<file path="config.mk">
export PLATFORM = sky130hd
export DESIGN_NAME = os_tick_countdown_timer
export DESIGN_NICKNAME = d
export VERILOG_FILES = /design/src/hw/tick_timer_pkg.sv /design/src/hw/tick_divider.sv /design/src/hw/os_tick_countdown_timer.sv
export VERILOG_INCLUDE_DIRS = /design/src /design/src/hw
export SDC_FILE = /design/constraint.sdc
export NUM_CORES = 1
export LEC_CHECK = 0
export BUFFER_PORTS_ARGS = -buffer_cell sky130_fd_sc_hd__buf_4
export CAP_MARGIN = 15
export CELL_PAD_IN_SITES_DETAIL_PLACEMENT = 0
export CELL_PAD_IN_SITES_GLOBAL_PLACEMENT = 2
export CORE_MARGIN = 5
export CORE_UTILIZATION = 36
export CTS_CLUSTER_DIAMETER = 200
export DETAILED_ROUTE_END_ITERATION = 6
export MAX_ROUTING_LAYER = met4
export PLACE_DENSITY_LB_ADDON = 0.1
export SLEW_MARGIN = 5
export SYNTH_ARGS = -nofsm -noshare
export SYNTH_HDL_FRONTEND = slang
export SYNTH_HIERARCHICAL = 1
export SYNTH_SLANG_ARGS = --single-unit
export TNS_END_PERCENT = 50
</file>
<file path="constraint.sdc">
create_clock -name CLOCK -period 6 [get_ports CLOCK]
set_input_delay 1.8 -clock CLOCK [delete_from_list [all_inputs] [get_ports CLOCK]]
set_output_delay 1.8 -clock CLOCK [all_outputs]
set_load 0.01 [all_outputs]
</file>
<file path="src/hw/tick_timer_regs.svh">
// Register map and field constants for the countdown wake timer.
// Assumes inclusion by bare name from files under hw/.
`ifndef TICK_TIMER_REGS_SVH
`define TICK_TIMER_REGS_SVH

// ----------------------------------------------------------------
// Register offsets
// ----------------------------------------------------------------
`define OFS_TICK_COUNT_VALUE     4'h0
`define OFS_TICK_RELOAD_VALUE    4'h4
`define OFS_TICK_CONTROL         4'h8
`define OFS_SOFTWARE_IRQ_TRIGGER 4'hC

// ----------------------------------------------------------------
// Control fields and reset values
// ----------------------------------------------------------------
`define CTL_UNIT_ENABLE_BIT      0
`define CTL_RELOAD_ON_ZERO_BIT   1
`define CTL_START_BIT            2
`define CTL_DEBUG_PAUSE_EN_BIT   3
`define CTL_SW_PAUSE_BIT         4
`define CTL_WIDTH                5
`define CTL_RESET                5'h00
`define COUNT_RESET              32'h0000_0000
`define RELOAD_RESET             32'h0000_0000
`define COUNT_ONE                32'h0000_0001
`define COUNT_ZERO               32'h0000_0000
`define SWI_WIDTH                4

// ----------------------------------------------------------------
// Timing
// ----------------------------------------------------------------
// Core clock 40 MHz; tick rate 32 kHz (clock cycles per tick).
`define CLOCK_HZ                 40000000
`define TICK_HZ                  32768
`define TICK_DIV_CYCLES          (`CLOCK_HZ / `TICK_HZ)
`define TICK_DIV_WIDTH           11

`endif

</file>
<file path="src/hw/tick_timer_pkg.sv">
// Types shared by the countdown wake timer files.
// Assumes the register header is available for inclusion.
package tick_timer_pkg;
    typedef logic [31:0] word_t;
    typedef logic [3:0]  reg_addr_t;
    typedef enum logic [1:0] {
        RUN_IDLE    = 2'b00,
        RUN_COUNT   = 2'b01
    } run_state_e;
endpackage

</file>
<file path="src/hw/tick_divider.sv">
// Divider producing a one-cycle enable once per 32 kHz tick.
// Assumes a single clock and synchronous active-high reset.
`timescale 1ns/1ps
`include "tick_timer_regs.svh"

module tick_divider (
    input  wire logic CLOCK,
    input  wire logic SYS_RST,
    output logic      tick_pulse
);
    logic [`TICK_DIV_WIDTH-1:0] div_reg;
    localparam logic [`TICK_DIV_WIDTH-1:0] DIV_LAST = `TICK_DIV_WIDTH'(`TICK_DIV_CYCLES - 1);

    always_ff @(posedge CLOCK) begin
        if (SYS_RST) begin
            div_reg    <= '0;
            tick_pulse <= 1'b0;
        end else if (div_reg == DIV_LAST) begin
            div_reg    <= '0;
            tick_pulse <= 1'b1;
        end else begin
            div_reg    <= div_reg + `TICK_DIV_WIDTH'(1);
            tick_pulse <= 1'b0;
        end
    end
endmodule

</file>
<file path="src/hw/os_tick_countdown_timer.sv">
// Countdown wake timer: 32-bit down counter ticked at 32 kHz, with
// one-shot or continuous reload, firmware and debug pause.
// Assumes a simple synchronous register port: one-cycle write and
// read strobes with a 4-bit byte offset; read data is registered.
`timescale 1ns/1ps
`include "tick_timer_regs.svh"

module os_tick_countdown_timer
    import tick_timer_pkg::*;
(
    input  wire logic                    CLOCK,
    input  wire logic                    SYS_RST,
    input  wire tick_timer_pkg::reg_addr_t REG_ADDR,
    input  wire logic                    REG_WR,
    input  wire logic                    REG_RD,
    input  wire tick_timer_pkg::word_t   REG_WDATA,
    output tick_timer_pkg::word_t        REG_RDATA,
    input  wire logic                    DEBUG_FREEZE,
    input  wire logic                    LOW_POWER_REQ,
    output logic                         LOW_POWER_ACK,
    output logic                         COUNTDOWN_WAKE_IRQ,
    output logic [`SWI_WIDTH-1:0]        SOFTWARE_IRQ
);
    import tick_timer_pkg::*;

    // ----------------------------------------------------------------
    // Storage
    // ----------------------------------------------------------------
    word_t                 count_reg;
    word_t                 reload_reg;
    logic [`CTL_WIDTH-1:0] ctl_reg;
    run_state_e            run_reg;
    logic                  tick_pulse;

    logic wr_count;
    logic wr_reload;
    logic wr_ctl;
    logic wr_swi;
    logic unit_en;
    logic paused;
    logic step;
    logic hit_zero;
    logic start_req;
    logic stop_req;
    logic start_bit_in;

    assign wr_count  = REG_WR && (REG_ADDR == `OFS_TICK_COUNT_VALUE);
    assign wr_reload = REG_WR && (REG_ADDR == `OFS_TICK_RELOAD_VALUE);
    assign wr_ctl    = REG_WR && (REG_ADDR == `OFS_TICK_CONTROL);
    assign wr_swi    = REG_WR && (REG_ADDR == `OFS_SOFTWARE_IRQ_TRIGGER);
    assign unit_en   = ctl_reg[`CTL_UNIT_ENABLE_BIT];

    tick_divider u_tick (
        .CLOCK      (CLOCK),
        .SYS_RST    (SYS_RST),
        .tick_pulse (tick_pulse)
    );

    // ----------------------------------------------------------------
    // Step decision
    // ----------------------------------------------------------------
    // software pause, or debug freeze when the debug pause enable bit is set
    assign paused = ctl_reg[`CTL_SW_PAUSE_BIT]
                    || (ctl_reg[`CTL_DEBUG_PAUSE_EN_BIT] && DEBUG_FREEZE);
    assign step     = (run_reg == RUN_COUNT) && unit_en && tick_pulse && !paused
                      && (count_reg != `COUNT_ZERO);
    assign hit_zero = step && (count_reg == `COUNT_ONE);

    assign start_bit_in = REG_WDATA[`CTL_START_BIT];
    assign start_req = wr_ctl && start_bit_in && REG_WDATA[`CTL_UNIT_ENABLE_BIT]
                       && (reload_reg != `COUNT_ZERO);
    assign stop_req  = wr_ctl && (!start_bit_in || !REG_WDATA[`CTL_UNIT_ENABLE_BIT]);

    // ----------------------------------------------------------------
    // Control register
    // ----------------------------------------------------------------
    // Start bit is set by an accepted start; any other control write or a one-shot zero hit clears it.
    always_ff @(posedge CLOCK) begin
        if (SYS_RST) begin
            ctl_reg <= `CTL_RESET;
        end else if (wr_ctl) begin
            if (!REG_WDATA[`CTL_UNIT_ENABLE_BIT]) begin
                ctl_reg <= `CTL_RESET;
            end else begin
                ctl_reg <= REG_WDATA[`CTL_WIDTH-1:0];
                ctl_reg[`CTL_START_BIT] <= start_req;
            end
        end else if (hit_zero && !ctl_reg[`CTL_RELOAD_ON_ZERO_BIT]) begin
            ctl_reg[`CTL_START_BIT] <= 1'b0;
        end
    end

    // ----------------------------------------------------------------
    // Run state
    // ----------------------------------------------------------------
    always_ff @(posedge CLOCK) begin
        if (SYS_RST) begin
            run_reg <= RUN_IDLE;
        end else begin
            unique case (run_reg)
                RUN_IDLE: begin
                    if (start_req) begin
                        run_reg <= RUN_COUNT;
                    end
                end
                RUN_COUNT: begin
                    if (stop_req) begin
                        run_reg <= RUN_IDLE;
                    end else if (hit_zero && !ctl_reg[`CTL_RELOAD_ON_ZERO_BIT]) begin
                        run_reg <= RUN_IDLE;
                    end
                end
                default: begin
                    run_reg <= RUN_IDLE;
                end
            endcase
        end
    end

    // ----------------------------------------------------------------
    // Counter
    // ----------------------------------------------------------------
    always_ff @(posedge CLOCK) begin
        if (SYS_RST) begin
            count_reg <= `COUNT_RESET;
        end else if (start_req) begin
            count_reg <= reload_reg;
        end else if (stop_req) begin
            count_reg <= `COUNT_ZERO;
        end else if (wr_count) begin
            count_reg <= REG_WDATA;
        end else if (hit_zero && ctl_reg[`CTL_RELOAD_ON_ZERO_BIT]) begin
            count_reg <= reload_reg;
        end else if (step) begin
            count_reg <= count_reg - `COUNT_ONE;
        end
    end

    always_ff @(posedge CLOCK) begin
        if (SYS_RST) begin
            reload_reg <= `RELOAD_RESET;
        end else if (wr_ctl && !REG_WDATA[`CTL_UNIT_ENABLE_BIT]) begin
            reload_reg <= `RELOAD_RESET;
        end else if (wr_reload) begin
            reload_reg <= REG_WDATA;
        end
    end

    // ----------------------------------------------------------------
    // Events and power
    // ----------------------------------------------------------------
    always_ff @(posedge CLOCK) begin
        if (SYS_RST) begin
            COUNTDOWN_WAKE_IRQ <= 1'b0;
            SOFTWARE_IRQ       <= '0;
        end else begin
            COUNTDOWN_WAKE_IRQ <= hit_zero;
            SOFTWARE_IRQ       <= wr_swi ? REG_WDATA[`SWI_WIDTH-1:0] : '0;
        end
    end

    always_ff @(posedge CLOCK) begin
        if (SYS_RST) begin
            LOW_POWER_ACK <= 1'b0;
        end else begin
            LOW_POWER_ACK <= LOW_POWER_REQ && (run_reg == RUN_IDLE) && !start_req;
        end
    end

    // ----------------------------------------------------------------
    // Read port
    // ----------------------------------------------------------------
    // register decode
    always_ff @(posedge CLOCK) begin
        if (SYS_RST) begin
            REG_RDATA <= '0;
        end else if (REG_RD) begin
            unique case (REG_ADDR)
                `OFS_TICK_COUNT_VALUE:  REG_RDATA <= count_reg;
                `OFS_TICK_RELOAD_VALUE: REG_RDATA <= reload_reg;
                `OFS_TICK_CONTROL:      REG_RDATA <= {{(32-`CTL_WIDTH){1'b0}}, ctl_reg};
                default:                REG_RDATA <= '0;
            endcase
        end
    end
endmodule

</file>
Word level (Yosys, flattened, before mapping)
Cells that the tools add are included.
{"block": "totals", "regBits": 121, "inputBits": 42, "out_inout_bits": 38, "elab_cells": 72}
{"block": "classes", "eq_ne": 8, "bitwise": 1, "reduce_logical": 36, "n_addsub": 2, "muxes": 14}
{"op": "32-bit 2-to-1 mux", "n": 5}
{"op": "32-bit case mux with 3 select lines", "n": 1}
{"op": "32-bit nonzero test", "n": 2}
{"op": "32-bit by 1-bit == test with 1-bit output, second input constant", "n": 1}
{"op": "32-bit by 1-bit subtractor with 32-bit output, second input constant", "n": 1}
{"op": "1-bit logical AND", "n": 19}
{"op": "11-bit by 1-bit adder with 11-bit output, second input constant", "n": 1}
{"op": "11-bit == test, second input constant", "n": 1}
{"op": "4-bit == test, second input constant", "n": 2}
{"op": "2-bit 2-to-1 mux", "n": 3}
{"op": "2-bit OR reduction", "n": 3}
{"op": "1-bit zero test", "n": 5}
{"op": "5-bit 2-to-1 mux", "n": 1}
{"op": "5-bit nonzero test", "n": 1}
{"op": "4-bit by 3-bit == test with 1-bit output, second input constant", "n": 1}
{"op": "4-bit zero test", "n": 1}
{"op": "2-bit case mux with 2 select lines", "n": 1}
{"op": "1-bit 2-to-1 mux", "n": 3}
{"op": "3-bit by 2-bit != test with 1-bit output, second input constant", "n": 1}
{"op": "2-bit by 1-bit == test with 1-bit output, second input constant", "n": 1}
{"op": "2-bit zero test", "n": 1}
{"op": "1-bit logical OR", "n": 2}
{"op": "2-bit != test, second input constant", "n": 1}
{"op": "2-bit AND reduction", "n": 1}
{"op": "2 further kinds", "n": 2}

Longest topological paths before layout
{"block": "depth", "word_depth": 11, "ltp_mapped": 11}

By module
Netlist, hierarchy kept.
{"module": "os_tick_countdown_timer", "seq_area_each_um2": 2162.1, "cells_per_inst": 752, "area_each_um2": 5644.2, "n_inst": 1}
{"module": "tick_divider", "seq_area_each_um2": 240.2, "cells_per_inst": 55, "area_each_um2": 525.5, "n_inst": 1}

Worst setup path after synthesis
OpenSTA, ideal clock, no wires.
{"block": "synth_path", "path_type": "input port to flip-flop", "start": "in REG_ADDR[1]", "end": "reg count_reg[30]", "arrival_time_ns": 3.499, "n_path_buf": 1, "cell_stages": 7, "setup_slack_ns": 2.365, "cell_sequence": "nor4b_2 nand2_1 nor2_1 nor2_1 clkbuf_1 a221oi_1 a211oi_2"}
{"block": "synth_via", "elab_chain_len": 6, "word_cells_on_any_way": 12}
{"element": "start, declared", "line": "os_tick_countdown_timer.sv:13", "text": "input wire tick_timer_pkg::reg_addr_t REG_ADDR,"}
{"element": "4-bit == test"}
{"element": "1-bit logical AND", "line": "os_tick_countdown_timer.sv:49", "text": "assign wr_ctl = REG_WR && (REG_ADDR == `OFS_TICK_CONTROL);"}
{"element": "1-bit logical AND (3 in series)", "line": "os_tick_countdown_timer.sv:70", "text": "assign start_req = wr_ctl && start_bit_in && REG_WDATA[`CTL_UNIT_ENABLE_BIT]"}
{"element": "5-bit nonzero test (no source line) or 32-bit 2-to-1 mux (tied branches)"}
{"element": "end signal, assigned", "line": "os_tick_countdown_timer.sv:125", "text": "count_reg <= `COUNT_RESET;"}
{"element": "end signal, assigned", "line": "os_tick_countdown_timer.sv:127", "text": "count_reg <= reload_reg;"}
{"element": "end signal, assigned", "line": "os_tick_countdown_timer.sv:129", "text": "count_reg <= `COUNT_ZERO;"}
{"element": "end, declared", "line": "os_tick_countdown_timer.sv:29", "text": "word_t count_reg;"}
Parallel ways exist; a longest one is shown, timed or not.
A chain may end at the register's enable or synchronous reset.

Final worst setup path
Ends and elaborated chain as after synthesis.

==> metrics.cfg <==
[run_status]
status=completed

[route]
viasPerCell=5.81
vias=6304
ant_nets=0
routed_wl_mm=21.9
post_drt_wl_per_cell_um=20.2
drc=0
drtPass1Iterations=5
drtIter0Drc=578

[setup_path]
reg2reg_depth=9
reg2reg_slack_ns=2.82
crit_path_max_fanout=20
cp-start-kind=input pin
worstSetupPathType=input pin to register
r2r-start=count_reg[0]
worstSetupEndpointType=register
rr_endpoint=count_reg[30]
cp.arrival_ns=4.61
critPathRequiredTime_ns=6.34

[clock_network]
root_buffer=clkbuf_16
clock_path_buffers=2
tritoncts=done
insertion_delay_ns=0.42
clock-sinks=120
cts_buffers=17
cts_hold_buf=0
cts_resized=0
h-tree-depth=4
postCtsSetupBuffers=0
path_clk_slew_ns=0.06

[yosys]
synth_cell_type_count=65
yosysWarnings=6
async_flop_share_pct=0
synth_area_per_cell_um2=7.65
synth_seq_area_share_pct=38.9
syn-num-nets=853
synth-edff-count=0
netlist_area_um2=6170
synth-seq-cells=120
syn-instance-count=807
ys.flop_type=dfxtp_1

[sta]
setup-tns-final_ns=0
holdWs_ns=0.476
fin_crit_sh_pct=71.2
skew_ns=0.00630
setup_violations=0
fmax_mhz=234
drv_slew=0
hold_viol=0
min_period_ns=4.27
slew_headroom_pct=24.5
worstMarginPinSlew_ns=1.13
rsz0062_at_grt=no

[floorplan]
die-area_um2=19900
initial_utilization_pct=36.9
core_um2=16700
die_h_um=141
ios=80
dieWidth_um=141
num_rows=47

[place]
gp_congestion=0.897
dp.cells=1053
dp_hpwl_mm=14.3
numPortBuffers=79

[hold_path]
hp-class=register to register
holdPathStages=2
worst_hold_path.endpoint=ctl_reg[4]
hold_start=ctl_reg[4]

[global_route]
grt_pass1_vias=6305
grt_pass1_wl_mm=34.6
grt_max_degree=78
grt_usage_pct=22.8
antenna_found_initial=0
gr-total-overflow=0

[final_layout]
nets=898
layout_common_cells=nor2_1 (145), dfxtp_1 (120), nand2_1 (106), buf_4 (87), a21oi_1 (83)
instances_no_fill=1085
syn2layout_area_growth_pct=21.7
final_layout_size_suffix_gt1_share_pct=16.5
mostFrequentLayoutCell=nor2_1
final_core_utilization_pct=44.9
fillerInstances=1742
diodes=0

[job]
maxCapViolations=0

[power_and_ir_drop]
ir_drop_v=0.000213
power_leakage_nw=2.81
fin_total_pwr_mw=2.23
power_per_cell_area_nw_per_um2=297

==> area by class of cell <==
| type | count | area, µm² | area share [%] |
|---|---|---|---|
| timing repair buffer | 87 | 653 | 8.70 |
| clock inverter | 10 | 165 | 2.20 |
| inverter | 7 | 26.3 | 0.350 |
| multi-input combinational | 619 | 3500 | 46.6 |
| clock buffer | 22 | 484 | 6.45 |
| tap | 220 | 275 | 3.67 |
| sequential | 120 | 2400 | 32.0 |
==> stage by stage <==
stage	worst slack, ns	area (µm²)
finish	1.73	7510
global route	1.45	7510
CTS	1.68	7510
detailed placement	1.27	6860
global placement	1.43	6860
floorplan	2.36	6170
==> worst max path at each step <==
stage,startpoint,to,slack [ns],depth (start not counted)
detailed placement,REG_ADDR[1],count_reg[30],1.27,8
CTS,REG_ADDR[1],count_reg[30],1.68,8
global route,REG_ADDR[1],count_reg[18],1.45,9
global placement,REG_ADDR[1],count_reg[30],1.43,8
floorplan,REG_ADDR[1],count_reg[30],2.36,7
finish,REG_ADDR[1],count_reg[30],1.73,8
==> logic make-up after synthesis <==
logic type / synth area share (%)
simple gates: 27.4
compound gates: 23.6
flops: 38.9
buf+inv: 4.89
xor+xnor: 4.12
fa+ha+maj: 0.811
mux: 0.162
==> critical path, cell delays in order <==
cell and delay, ns:
buf_4 0.13, nor4b_2 0.66, nand2_1 0.39, nor2_1 0.29
o21a_1 0.54, buf_4 0.39, a221oi_1 0.14, a211oi_2 0.26
==> per-layer routing <==
layer / vias up / global-route usage [%] / wire length (µm) / share of wire (%)
met2: 215 / 37.6 / 10700 / 49
met4: 0 / 9.84 / 673 / 3.1
met5: - / - / 0 / 0
met1: 3070 / 27.2 / 9360 / 43
li1: 2988 / - / - / -
met3: 31 / 4.23 / 1110 / 5.1
==> power breakdown <==
part	leakage, nW	internal, mW	switching (mW)
clock network	0.309	0.741	0.382
registers	0.969	0.809	0.0188
logic	1.53	0.116	0.161
total	2.81	1.67	0.562
==> synth_stat cells, types with 3 or more instances <==
cell type,instances,area share [%]
o31ai_1,5,0.61
a211oi_2,3,0.61
nand2b_1,3,0.30
o311a_1,10,1.6
or3_1,5,0.51
a311o_1,3,0.49
or2_2,3,0.30
nand4_1,7,0.71
a211oi_1,11,1.3
o22ai_1,15,1.5
nor4_1,17,1.7
buf_2,6,0.49
clkbuf_1,48,2.9
a222oi_1,5,0.81
dfxtp_1,120,39
a21oi_1,83,6.7
xnor2_1,10,1.4
nor3_1,25,2.0
and3_1,6,0.61
o31a_1,7,0.99
ha_1,4,0.81
nand2_1,106,6.4
and2_1,9,0.91
buf_6,3,0.55
inv_1,7,0.43
o21ai_0,11,0.89
a22oi_1,44,5.4
xor2_1,19,2.7
nor4b_1,4,0.57
nor2_1,148,9.0
nand3_1,19,1.5
Note: power is estimated with default switching activity, not from simulation.
